File: src/verilog/rtc_ts_cal_params.svh
`ifndef RTC_TS_CAL_PARAMS_SVH
`define RTC_TS_CAL_PARAMS_SVH

// register byte offsets
`define OFS_TIME_SNAP 8'h30
`define OFS_DATE_SNAP 8'h34
`define OFS_SUBSEC_SNAP 8'h38
`define OFS_CALIB 8'h3C
`define OFS_IRQ_STATUS 8'h44
`define OFS_IRQ_MASK 8'h48
`define OFS_CTRL_STATUS 8'h4C

// reset values
`define RST_WORD 32'h0000_0000

// calibration field positions
`define CAL_INSERT_BIT 15
`define CAL_WIN8_BIT 14
`define CAL_WIN16_BIT 13
`define CAL_MASK_MSB 8

// time snapshot fields
`define TS_AFTERNOON_BIT 22
`define TS_HOUR_LSB 16
`define TS_MIN_LSB 8

// date snapshot fields
`define DS_WEEKDAY_LSB 13
`define DS_MONTH_LSB 8

// calibration cycle figures
`define CAL_CYCLE_LOG2 20
`define CAL_INSERT_LOG2 11

// interrupt status bits
`define IRQ_SNAP_BIT 0
`define IRQ_WRITE_REFUSED_BIT 1
`define IRQ_CYCLE_END_BIT 2

`endif

File: src/verilog/rtc_ts_cal_pkg.sv
package rtc_ts_cal_pkg;

    // live calendar time as seen by the snapshot
    typedef struct packed {
        logic afternoon_indicator;
        logic [1:0] hour_tens;
        logic [3:0] hour_units;
        logic [2:0] minute_tens;
        logic [3:0] minute_units;
        logic [2:0] second_tens;
        logic [3:0] second_units;
    } cal_time_type;

    // live calendar date as seen by the snapshot
    typedef struct packed {
        logic [2:0] weekday;
        logic month_tens;
        logic [3:0] month_units;
        logic [1:0] date_tens;
        logic [3:0] date_units;
    } cal_date_type;

    // calibration control fields
    typedef struct packed {
        logic insert_pulse_enable;
        logic window_eight_sec;
        logic window_sixteen_sec;
        logic [8:0] mask_pulse_count;
    } calib_type;

    typedef enum logic [1:0] {
        BUS_IDLE,
        BUS_ACK
    } bus_state_type;

endpackage : rtc_ts_cal_pkg

File: src/verilog/rtc_ts_cal.sv
`timescale 1ns/1ps
`include "rtc_ts_cal_params.svh"

module rtc_ts_cal
    import rtc_ts_cal_pkg::*;
(
    input wire logic CLK,
    input wire logic RESET,
    input wire logic CE,
    input wire logic WB_CYC_I,
    input wire logic WB_STB_I,
    input wire logic WB_WE_I,
    input wire logic [7:0] WB_ADR_I,
    input wire logic [3:0] WB_SEL_I,
    input wire logic [31:0] WB_DAT_I,
    output logic [31:0] WB_DAT_O,
    output logic WB_ACK_O,
    input wire logic TIMESTAMP_FLAG,
    input wire logic WRITE_UNLOCKED,
    input wire cal_time_type CAL_TIME,
    input wire cal_date_type CAL_DATE,
    input wire logic [15:0] SUBSECOND_COUNT,
    input wire logic CAL_PULSE_IN,
    output logic CAL_PULSE_OUT,
    output logic IRQ
);

    ////////////////////////////////////////////////////////////////////////////////
    // helpers

    // effective mask count after window forcing
    function automatic logic [8:0] eff_mask(input calib_type c);
        logic [8:0] m;
        m = c.mask_pulse_count;
        if (c.window_eight_sec) begin
            m[1:0] = 2'b00;
        end else if (c.window_sixteen_sec) begin
            m[0] = 1'b0;
        end
        return m;
    endfunction : eff_mask

    // bit reversal of the 20-bit cycle counter for even spreading
    function automatic logic [19:0] bitrev20(input logic [19:0] v);
        logic [19:0] r;
        r = 20'h0_0000;
        for (int i = 0; i < 20; i++) begin
            r[i] = v[19 - i];
        end
        return r;
    endfunction : bitrev20

    ////////////////////////////////////////////////////////////////////////////////
    // flag synchroniser and edge detection

    logic flag_meta_reg;
    logic flag_sync_reg;
    logic flag_prev_reg;
    logic flag_rise;
    logic flag_fall;

    // flag comes from the event logic outside; two stages before use
    always_ff @(posedge CLK) begin
        if (RESET) begin
            flag_meta_reg <= 1'b0;
            flag_sync_reg <= 1'b0;
            flag_prev_reg <= 1'b0;
        end else if (CE) begin
            flag_meta_reg <= TIMESTAMP_FLAG;
            flag_sync_reg <= flag_meta_reg;
            flag_prev_reg <= flag_sync_reg;
        end
    end

    assign flag_rise = flag_sync_reg & ~flag_prev_reg;
    assign flag_fall = ~flag_sync_reg & flag_prev_reg;

    ////////////////////////////////////////////////////////////////////////////////
    // snapshot registers

    logic [31:0] time_snap_reg;
    logic [31:0] date_snap_reg;
    logic [31:0] subsec_snap_reg;

    // RESET is the backup domain reset; system reset does not reach here
    always_ff @(posedge CLK) begin
        if (RESET) begin
            time_snap_reg <= `RST_WORD;
            date_snap_reg <= `RST_WORD;
            subsec_snap_reg <= `RST_WORD;
        end else if (CE) begin
            if (flag_rise) begin
                time_snap_reg <= {9'h000, CAL_TIME.afternoon_indicator,
                    CAL_TIME.hour_tens, CAL_TIME.hour_units, 1'b0,
                    CAL_TIME.minute_tens, CAL_TIME.minute_units, 1'b0,
                    CAL_TIME.second_tens, CAL_TIME.second_units};
                date_snap_reg <= {16'h0000, CAL_DATE.weekday,
                    CAL_DATE.month_tens, CAL_DATE.month_units, 2'b00,
                    CAL_DATE.date_tens, CAL_DATE.date_units};
                subsec_snap_reg <= {16'h0000, SUBSECOND_COUNT};
            end else if (flag_fall) begin
                time_snap_reg <= `RST_WORD;
                date_snap_reg <= `RST_WORD;
                subsec_snap_reg <= `RST_WORD;
            end
        end
    end

    ////////////////////////////////////////////////////////////////////////////////
    // wishbone slave

    bus_state_type bus_state_reg;
    logic bus_req;
    logic wr_take;
    logic rd_take;
    logic [7:0] word_adr;

    assign bus_req = WB_CYC_I & WB_STB_I & (bus_state_reg == BUS_IDLE);
    assign wr_take = bus_req & WB_WE_I;
    assign rd_take = bus_req & ~WB_WE_I;
    assign word_adr = {WB_ADR_I[7:2], 2'b00};

    // one wait state: ack one cycle after the request, dropped the next
    always_ff @(posedge CLK) begin
        if (RESET) begin
            bus_state_reg <= BUS_IDLE;
            WB_ACK_O <= 1'b0;
        end else if (CE) begin
            unique case (bus_state_reg)
                BUS_IDLE: begin
                    WB_ACK_O <= bus_req;
                    if (bus_req) begin
                        bus_state_reg <= BUS_ACK;
                    end
                end
                BUS_ACK: begin
                    WB_ACK_O <= 1'b0;
                    bus_state_reg <= BUS_IDLE;
                end
            endcase
        end
    end

    ////////////////////////////////////////////////////////////////////////////////
    // calibration and control registers

    calib_type calib_reg;
    logic [2:0] irq_mask_reg;
    logic refused_ev;

    // calibration writes need full low half-word lanes, mask writes only lane 0; locked writes set a status bit
    assign refused_ev = wr_take & (word_adr == `OFS_CALIB) & ~WRITE_UNLOCKED;

    always_ff @(posedge CLK) begin
        if (RESET) begin
            calib_reg <= '0;
            irq_mask_reg <= 3'h0;
        end else if (CE && wr_take) begin
            if (word_adr == `OFS_CALIB && WRITE_UNLOCKED
                    && WB_SEL_I[1] && WB_SEL_I[0]) begin
                calib_reg.insert_pulse_enable <= WB_DAT_I[`CAL_INSERT_BIT];
                calib_reg.window_eight_sec <= WB_DAT_I[`CAL_WIN8_BIT];
                calib_reg.window_sixteen_sec <= WB_DAT_I[`CAL_WIN16_BIT];
                calib_reg.mask_pulse_count <= WB_DAT_I[`CAL_MASK_MSB:0];
            end
            if (word_adr == `OFS_IRQ_MASK && WB_SEL_I[0]) begin
                irq_mask_reg <= WB_DAT_I[2:0];
            end
        end
    end

    ////////////////////////////////////////////////////////////////////////////////
    // smooth calibration pulse stream

    logic [19:0] cycle_cnt_reg;
    logic [19:0] slot;
    logic [8:0] mask_eff;
    logic [10:0] slot_low;
    logic [19:0] mask_thresh;
    logic mask_hit;
    logic insert_hit;
    logic insert_pend_reg;
    logic cycle_end;

    assign mask_eff = eff_mask(calib_reg);
    // bit-reversed position spreads the masked pulses evenly
    assign slot = bitrev20(cycle_cnt_reg);
    assign mask_thresh = {11'h000, mask_eff};
    assign mask_hit = CAL_PULSE_IN & (slot < mask_thresh);
    assign slot_low = cycle_cnt_reg[10:0];
    // one insertion per 2^11 pulses gives 512 per 2^20 cycle
    assign insert_hit = CAL_PULSE_IN & calib_reg.insert_pulse_enable
        & (slot_low == 11'h7FF);
    assign cycle_end = CAL_PULSE_IN & (cycle_cnt_reg == 20'hF_FFFF);

    // counts input calendar pulses over the 2^20-pulse (32 s) cycle
    always_ff @(posedge CLK) begin
        if (RESET) begin
            cycle_cnt_reg <= 20'h0_0000;
        end else if (CE && CAL_PULSE_IN) begin
            cycle_cnt_reg <= cycle_cnt_reg + 20'h0_0001;
        end
    end

    // inserted pulse goes out in the gap after the triggering pulse;
    // limitation: input pulses must be at least two clocks apart
    always_ff @(posedge CLK) begin
        if (RESET) begin
            insert_pend_reg <= 1'b0;
            CAL_PULSE_OUT <= 1'b0;
        end else if (CE) begin
            insert_pend_reg <= insert_hit & ~mask_hit;
            CAL_PULSE_OUT <= (CAL_PULSE_IN & ~mask_hit) | insert_pend_reg;
        end
    end

    ////////////////////////////////////////////////////////////////////////////////
    // interrupt status, read clears, set wins over clear

    logic [2:0] irq_stat_reg;
    logic [2:0] irq_ev;
    logic stat_rd;

    assign irq_ev = {cycle_end, refused_ev, flag_rise};
    assign stat_rd = rd_take & (word_adr == `OFS_IRQ_STATUS);

    always_ff @(posedge CLK) begin
        if (RESET) begin
            irq_stat_reg <= 3'h0;
            IRQ <= 1'b0;
        end else if (CE) begin
            irq_stat_reg <= (stat_rd ? 3'h0 : irq_stat_reg) | irq_ev;
            IRQ <= |(irq_stat_reg & irq_mask_reg);
        end
    end

    ////////////////////////////////////////////////////////////////////////////////
    // read data

    // sampled at the request edge, presented with ack
    always_ff @(posedge CLK) begin
        if (RESET) begin
            WB_DAT_O <= `RST_WORD;
        end else if (CE && rd_take) begin
            unique case (word_adr)
                `OFS_TIME_SNAP: WB_DAT_O <= time_snap_reg;
                `OFS_DATE_SNAP: WB_DAT_O <= date_snap_reg;
                `OFS_SUBSEC_SNAP: WB_DAT_O <= subsec_snap_reg;
                `OFS_CALIB: WB_DAT_O <= {16'h0000, calib_reg.insert_pulse_enable,
                    calib_reg.window_eight_sec, calib_reg.window_sixteen_sec,
                    4'h0, calib_reg.mask_pulse_count};
                `OFS_IRQ_STATUS: WB_DAT_O <= {29'h0000_0000, irq_stat_reg};
                `OFS_IRQ_MASK: WB_DAT_O <= {29'h0000_0000, irq_mask_reg};
                `OFS_CTRL_STATUS: WB_DAT_O <= {mask_eff, 3'h0, cycle_cnt_reg};
                default: WB_DAT_O <= `RST_WORD;
            endcase
        end
    end

endmodule : rtc_ts_cal

File: config.mk
export PLATFORM = sky130hd
export DESIGN_NAME = rtc_ts_cal
export DESIGN_NICKNAME = d
export VERILOG_FILES = /design/src/verilog/rtc_ts_cal_pkg.sv /design/src/verilog/rtc_ts_cal.sv
export VERILOG_INCLUDE_DIRS = /design/src /design/src/verilog
export SDC_FILE = /design/constraint.sdc
export NUM_CORES = 1
export LEC_CHECK = 0
export BUFFER_PORTS_ARGS = -buffer_cell sky130_fd_sc_hd__buf_2
export CORE_MARGIN = 2
export CORE_UTILIZATION = 52
export DETAILED_ROUTE_END_ITERATION = 8
export PLACE_DENSITY_LB_ADDON = 0.1
export SETUP_SLACK_MARGIN = 0.5
export SLEW_MARGIN = 20
export SYNTH_ARGS = -nofsm -noshare
export SYNTH_HDL_FRONTEND = slang
export SYNTH_SLANG_ARGS = --single-unit
File: constraint.sdc
create_clock -name CLK -period 2.3 [get_ports CLK]
set_input_delay 0.345 -clock CLK [delete_from_list [all_inputs] [get_ports CLK]]
set_output_delay 0.345 -clock CLK [all_outputs]
set_load 0.05 [all_outputs]
==> results of run 1 <==
==> cell type report <==
cell class / instances / area, sq um
clock buffers: 23 / 487
clock inverters: 9 / 104
fillers: 850 / 3220
inverters: 15 / 58.8
multi-input cells: 431 / 2870
flip-flops and latches: 129 / 2610
well taps: 136 / 170
repair buffers: 149 / 852
==> worst paths after layout <==
path,endpoint,cells after the start,startpoint
worst max-delay path,CAL_PULSE_OUT,6,calib_reg[10]
worst min-delay path,calib_reg[10],3,WB_DAT_I[14]
worst max register to register,CAL_PULSE_OUT,6,calib_reg[10]
worst min register to register,WB_DAT_O[14],2,WB_DAT_O[14]
==> cells in the final DEF, fill, tap and decap left out, types with 3 or more instances in the layout <==
master	n
sky130_fd_sc_hd__xnor2_1	12
sky130_fd_sc_hd__mux4_2	5
sky130_fd_sc_hd__dfxtp_2	5
sky130_fd_sc_hd__mux2i_1	21
sky130_fd_sc_hd__xor2_1	7
sky130_fd_sc_hd__buf_4	34
sky130_fd_sc_hd__ha_4	4
sky130_fd_sc_hd__a221oi_1	10
sky130_fd_sc_hd__o211ai_1	3
sky130_fd_sc_hd__buf_2	113
sky130_fd_sc_hd__inv_2	3
sky130_fd_sc_hd__a21oi_1	23
sky130_fd_sc_hd__clkbuf_16	16
sky130_fd_sc_hd__dfxtp_1	119
sky130_fd_sc_hd__o21ai_0	17
sky130_fd_sc_hd__and3_1	5
sky130_fd_sc_hd__nand3_1	21
sky130_fd_sc_hd__or3_1	3
sky130_fd_sc_hd__inv_1	11
sky130_fd_sc_hd__nor2_1	107
sky130_fd_sc_hd__dfxtp_4	5
sky130_fd_sc_hd__nand2b_4	3
sky130_fd_sc_hd__mux2_2	4
sky130_fd_sc_hd__clkbuf_8	6
sky130_fd_sc_hd__nor3_1	12
sky130_fd_sc_hd__ha_1	7
sky130_fd_sc_hd__nand4_1	6
sky130_fd_sc_hd__nor3b_1	4
sky130_fd_sc_hd__clkinv_2	4
sky130_fd_sc_hd__nand2_1	46
sky130_fd_sc_hd__a22oi_1	65
sky130_fd_sc_hd__a211oi_1	6
==> cells by family after synthesis <==
group,count (synthesis)
AOI/OAI and AO/OA,137
and+or+nand+nor,234
xor gates and xnor gates,19
muxes,30
adders and majority gates,11
DFF,129
buffers and inverters,62
==> timing repair <==
action	4_1_cts	5_1_grt
hold endpoints to repair	0	0
resized for setup	18	25
buffers inserted	2	6
gates cloned	0	1
pin swaps	3	8
setup endpoints to repair	29	32
==> per-layer routing <==
layer / routed length [um] / part of all wire / up-vias
met3: 1250 / 0.075 / 40
met2: 7930 / 0.48 / 241
met5: 0 / 0 / -
li1: - / - / 2466
met4: 561 / 0.034 / 0
met1: 6940 / 0.42 / 2480
==> stage by stage <==
stage | power [mW] | area (sq um) | util
floorplan | 2.43 | 5570 | -
global placement | 2.55 | 6330 | 0.610
detailed placement | 2.55 | 6330 | 0.610
CTS | 5.18 | 7010 | 0.676
global route | 5.32 | 7150 | 0.689
finish | 5.17 | 7150 | 0.689
==> worst max-delay path, stage by stage (launching register included) <==
cell	delay [ns]
sky130_fd_sc_hd__dfxtp_2	0.37
sky130_fd_sc_hd__or4b_4	0.50
sky130_fd_sc_hd__a2111oi_4	0.35
sky130_fd_sc_hd__a2111oi_2	0.06
sky130_fd_sc_hd__a211oi_1	0.18
sky130_fd_sc_hd__buf_4	0.16
sky130_fd_sc_hd__a311oi_2	0.08
==> power by group through the flow <==
| stage | registers, mW | logic [mW] | clock network (mW) |
|---|---|---|---|
| 2_1_floorplan | 2.31 | 0.116 | 0 |
| 3_3_place_gp | 2.30 | 0.243 | 0 |
| 3_5_place_dp | 2.30 | 0.247 | 0 |
| 4_1_cts | 2.25 | 0.257 | 2.67 |
| 5_1_grt | 2.25 | 0.296 | 2.78 |
| 6_report | 2.25 | 0.273 | 2.64 |
==> synth_stat cells (all sizes together), types with 11 or more instances <==
| master | instances |
|---|---|
| a22oi | 65 |
| ha | 11 |
| mux2i | 21 |
| xnor2 | 12 |
| dfxtp | 129 |
| nand3 | 21 |
| clkbuf | 34 |
| nand2 | 46 |
| buf | 13 |
| a21oi | 23 |
| o21ai | 18 |
| inv | 15 |
| nor2 | 110 |
| nor3 | 13 |
==> results.md, run 1 <==
- The flow ran to the end, and the final reports show no timing, DRC or antenna violations.
- The total congestion overflow after global routing is 0.
- The largest area contributor in the synthesized netlist is sky130_fd_sc_hd__dfxtp_1.
- Across every metal layer, demand over resource in global routing totals 0.297.
- The post-detailed-route count of antenna-violating nets is 0.
- Setup repair after global routing could not meet its margin everywhere.
- The TritonCTS clock tree is done.
- From left edge to right edge, the die measures 107 um.
- Of the cells placed in the final design, the portion with a size suffix greater than 1 is 0.298.
- Counting flops and latches in the post-synthesis netlist gives 129.
- The cell sitting at the root of the clock tree is a sky130_fd_sc_hd__clkbuf_8.
- The clock passes through at most 2 buffers.
- Of the total synthesized cell area, the portion taken by AND, OR, NAND and NOR gates is 0.198.
- In the final timing run, aggregate negative setup slack is 0 ns.
- The worst setup path is captured at a flip-flop.
- The final route contains 5227 vias.
- The fraction of power spent switching nets is 0.219.
- Entering global routing, the biggest net connects 52 pins.
- The count of cells in the finished layout, fillers not included, comes to 892.
- The worst path in the final design needs a cycle of 1.84 ns, including I/O delays and setup.
- For this design the total switching power over the nets is 1.13 mW.
- Setup slack on the worst reg-to-reg path comes out at 0.46 ns.
- By area the synthesized netlist is led by sky130_fd_sc_hd__dfxtp_1, sky130_fd_sc_hd__a22oi_1, sky130_fd_sc_hd__nor2_1.
- The number of nets in the final layout is 858.
- The clock share of power is 0.512.
- Based on the critical path, the design can be clocked at up to 544 MHz.
- The number of clock buffers added by TritonCTS is 17.
- The share of total power dissipated in sequential elements is 0.435.
- The multiplexer share of the synthesized area is 0.0662.
- The share of power burned in combinational logic is 0.053.
- The count of unresolved DRC violations after routing is 0.
- The count of buffers from port buffering is 114.
- After global routing, the most crowded layer is met2.
- Clock-pin slew was measured on the worst setup and hold paths at 0.06 ns.
- The deepest level of the CTS H-tree is 4.
- Hold timing on the final database bottoms out at a slack of 0.0553 ns.
- The number of maximum-capacitance constraint violations is 0.
- In the final routed layout, each cell accounts on average for 18.7 um.
- The met2 global-route usage is 0.467.
- After synthesis, the largest family of logic cells by area is simple AND/OR/NAND/NOR gates.
- In the global route stage, met1 resource usage came out at 0.376.
- The final hold violation count is 0.
- For this block, the initial DRC count from the detailed router was 435.
- The internal cell power is 4.03 mW.
- The count of final max-slew check failures is 0.
- The register with the most flip-flops in the layout has 32 of them.
- For this design the top-level I/O count stands at 139.
- For this run, the detailed router's first-pass iteration total came to 5.
- The detailed-route wire length is 16.7 mm.
- Counting every instance in the synthesized netlist gives 622.
- From bottom edge to top edge, the die measures 107 um.
- In this run the static leakage power is 2.78 nW.
- The first global-routing pass estimated 25.9 mm of wire.
- The portion of the post-synthesis area used by sequential elements is 0.465.
- The power per cell area is 723 nW/um^2.
- The vias per cell is 5.86.
- Hold repair after CTS inserted 0 buffers.
- The final RePlAce weighted congestion is 0.995.
- The signed area change from the synthesized netlist to the final layout is 28.6%.
- The number of antenna diodes in the final layout is 0.
- The total half-perimeter wirelength after legalization and detailed placement is 11.7 mm.
- For the worst-skew pair, the clock arrives at the later sink with an insertion delay of 0.52 ns.
- The number of antenna violations at the first check in global routing is 1.
- For the final database, setup skew stands at 0.00607 ns.
- Counting every sink on the clock net gives 129.
- The type of the worst setup path is flip-flop to flip-flop.
- For the pin with the worst max-slew slack, the measured transition is 0.689 ns.
- The worst hold-check path type is primary input to flip-flop.
- The compound-cell area share of the yosys netlist came to 0.171.
- The count of placed standard cells including taps is 851.
- The required time of the worst setup path is 2.70 ns.
- In this run the tightest slew margin relative to its limit is 0.540.
- The synthesized netlist occupies a cell area of 5560 sq um.
- Of the total synthesized cell area, the portion taken by full adders, half adders and majority gates is 0.0248.
- The critical path launch point type is a flip-flop.
- The post-synthesis xor/xnor area fraction is 0.0299.
- The number of rows in the core area is 37.
- Synthesis produced a netlist with a net count of 737.
- The starting density of the core is 0.536.
- The async set-reset flop share out of synthesis is 0.
- In the global route stage, met3 resource usage came out at 0.0811.
- Setup violations remaining at the end of the flow were counted as 0.
- The worst slack after detailed placement is 0.220 ns.
- The fraction of synthesized cell area taken by the top area cell type is 0.465.
- Data on the critical path arrives at its endpoint at 2.24 ns.
- In the synthesized netlist the dominant register cell turns out to be sky130_fd_sc_hd__dfxtp_1.
- In this run, synthesis inferred 0 flip-flops with an integrated enable.
- The worst IR drop on VDD is 0.505 mV.
- The area inside the core boundary is 10400 sq um.
- The number of global-route vias before repair was 5058.
- A synthesized cell averages 8.93 sq um.
- The ratio of final minimum period to clock period is 0.799.
- Of all nets on the critical path, the largest fanout is 5.
- The worst setup margin is 0.462 ns.
- For this run, the number of Yosys warnings is 0.
- The distinct cell type count of the synthesized netlist is 54.
- The floorplan die area is 11500 sq um.
Power figures use the tool's default switching activity.
==> run 2: changes to the inputs <==
Clock period 2.3 ns to 1.85 ns, I/O delays scaled along.
==> results.md, run 2 (synthesis results as in run 1) <==
- The TritonCTS clock tree is done (unchanged).
- Ordered list of cells on the worst path: nor3_1, nand4_1, a2111oi_2, a211oi_1, buf_4, a311oi_2 (was or4b_4, a2111oi_4, a2111oi_2, a211oi_1, buf_4, a311oi_2).
- The number of antenna repair diodes came to 0 (unchanged).
- The count of unresolved DRC violations after routing is 0 (unchanged).
- The count of buffers from port buffering was 114 (unchanged).
- The insertion delay of the later-clocked pin in the worst-skew pair came to 0.56 ns (was 0.52 ns).
- The number of vias in the routed layout is 6423 (was 5227).
- The number of sinks handled by clock tree synthesis is 129 (unchanged).
- The cell count of the worst reg-to-reg path came to 6 (unchanged).
- The final design utilization is 0.912 (was 0.689).
- The TritonCTS buffer count is 17 (unchanged).
- The share of cells above drive strength 1 is 0.527 (was 0.298).
- The shortest period the worst path allows is 1.95 ns (was 1.84 ns).
- The delay of the slowest critical-path stage was 0.44 ns (was 0.50 ns).
- The number of nets in the final layout is 965 (was 858).
- The highest net fanout along the worst path came to 6 (was 5).
- The cell with the biggest individual delay on the critical path is sky130_fd_sc_hd__nor3_1 (was sky130_fd_sc_hd__or4b_4).
- The first-pass GRT wire length is 29.5 mm (was 25.9 mm).
- The ratio of final minimum period to clock period is 1.06 (was 0.799).
- The critical path launch point type is a flip-flop (unchanged).
- The signed area change from the synthesized netlist to the final layout was 70.1% (was 28.6%).
- The top achievable clock speed came to 512 MHz (was 544 MHz).
- The average wire length per cell after detail routing is 24.4 um (was 18.7 um).
- The total congestion overflow after global routing is 0 (unchanged).
- The worst setup margin is -0.103 ns (was 0.462 ns).
- The first-pass detailed-route iteration total is 5 (unchanged).
- The worst hold path cell count is 3 (unchanged).
- The final-layout setup total negative slack was -0.149 ns (was 0 ns).
- The flip-flop count of the largest register after layout was 32 (unchanged).
- The post-detailed-route count of antenna-violating nets came to 0 (unchanged).
- RSZ-0062 raised after global routing: yes (unchanged).
- The required time of the worst setup path was 2.32 ns (was 2.70 ns).
- The cell area after placement was 6820 sq um (was 6330 sq um).
- The count of final max-slew check failures came to 0 (unchanged).
- The area inside the core boundary is 10400 sq um (unchanged).
- The global routing usage summed across all routing layers is 0.337 (was 0.297).
- The clock tree buffer depth came to 2 (unchanged).
- The final RePlAce weighted congestion is 0.932 (was 0.995).
- The worst hold-check path type is primary input to flip-flop (unchanged).
- Status: complete, but fails checks (was completed).
- The number of maximum-capacitance constraint violations is 0 (unchanged).
- The clock-pin slew of the registers on the worst-case setup and hold paths came to 0.06 ns (about the same).
- The final reports fail on hold timing, setup timing.
- The die width is 107 um (unchanged).
- The starting density of the core came to 0.536 (unchanged).
- The type of the worst setup path is flip-flop to flip-flop (unchanged).
- The leakage power is 3.74 nW (was 2.78 nW).
- The area of all sequential standard cells is 2650 sq um (was 2610 sq um).
- The most frequent standard cell in the layout excluding fill and tap cells is sky130_fd_sc_hd__nor2_1 (was sky130_fd_sc_hd__dfxtp_1).
- The final hold violation count was 9 (was 0).
- The largest net degree at the start of global routing is 53 (was 52).
- The total I/O pin count is 139 (unchanged).
- The count of placed standard cells including taps is 882 (was 851).
- The final instance area is 9450 sq um (was 7150 sq um).
- The vias per cell is 6.44 (was 5.86).
- The category of the worst setup path capture point is a flip-flop (unchanged).
- The final setup skew was 0.00798 ns (was 0.00607 ns).
- The worst IR drop on VDD is 0.610 mV (was 0.505 mV).
- The non-filler instance count after layout is 998 (was 892).
- The arrival time at the worst endpoint was 2.42 ns (was 2.24 ns).
- The power per cell area is 731 nW/um^2 (was 723 nW/um^2).
- The number of antenna violations at the first check in global routing is 0 (was 1).
- The worst slack after detailed placement is -0.0864 ns (was 0.220 ns).
- The area of the multi-input gates is 3640 sq um (was 2870 sq um).
- Commonest cells after routing, fill and taps aside: sky130_fd_sc_hd__nor2_1, sky130_fd_sc_hd__dfxtp_1, sky130_fd_sc_hd__buf_2 (was sky130_fd_sc_hd__dfxtp_1, sky130_fd_sc_hd__buf_2, sky130_fd_sc_hd__nor2_1).
- The deepest level of the CTS H-tree is 4 (unchanged).
- The total half-perimeter wirelength after legalization and detailed placement is 12.1 mm (was 11.7 mm).
- The number of rows in the core area is 37 (unchanged).
- The number of setup violations in the final report is 2 (was 0).
- The worst hold-check slack was -0.0219 ns (was 0.0553 ns).
- The detailed-route wire length is 24.4 mm (was 16.7 mm).
- The height of the die is 107 um (unchanged).
- The remaining max-slew budget at the tightest pin came to 0.615 (was 0.540).
- The library cell used as clock root buffer was sky130_fd_sc_hd__clkbuf_8 (unchanged).
- The layout filler cell count is 362 (was 850).
- The worst-margin pin slew came to 0.577 ns (was 0.689 ns).
- The floorplan die area is 11500 sq um (unchanged).
- The starting DRC count in detailed routing was 719 (was 435).
- The number of global-route vias before repair is 5750 (was 5058).
[run 2: report_power, final]
group	internal, mW	total (mW)	switching [mW]	leakage [nW]
logic	0.261	0.562	0.301	2.38
clock network	2.23	3.55	1.32	0.294
registers	2.79	2.80	0.0110	1.07
total	5.28	6.91	1.63	3.74
[run 2: final timing paths]
check,start,slack (ns),to
max,cycle_cnt_reg[4],-0.10,CAL_PULSE_OUT
min,WB_DAT_I[6],-0.02,calib_reg[6]
max reg2reg,cycle_cnt_reg[4],-0.10,CAL_PULSE_OUT
min reg2reg,WB_DAT_O[18],0.46,WB_DAT_O[18]
[run 2: cell type report]
type / count / share of cell area
multi-input combinational: 433 / 0.385
sequential: 129 / 0.281
timing repair buffer: 254 / 0.246
clock buffer: 22 / 0.0512
tap: 136 / 0.0180
clock inverter: 9 / 0.0135
inverter: 15 / 0.00596
[run 2: timing repair]
action / in CTS / in global routing
hold buffers: 39 / 1
endpoints found under the hold margin: 39 / 1
cloned: 3 / 16
endpoints found under the setup margin: 139 / 138
resized for setup: 142 / 143
pin swaps: 27 / 56
buffers inserted: 17 / 9
[run 2: layer usage]
layer	routed length, um	global-route usage
met5	0	0
met4	1410	0.158
met3	2630	0.0878
met2	11600	0.550
met1	8740	0.416
[run 2: stage by stage]
stage	hold WS [ns]	power [mW]
final	-0.0219	6.91
after floorplan	0.421	3.04
after detailed placement	0.440	3.20
after global placement	0.435	3.19
after global routing	-0.0137	7.03
after CTS	0.000686	6.73
[run 2: critical path: cells and delay by family (launching register included)]
family | cells | cell delay, ns
flops | 1 | 0.38
buf+inv | 1 | 0.16
compound gates | 3 | 0.70
simple gates | 2 | 0.62
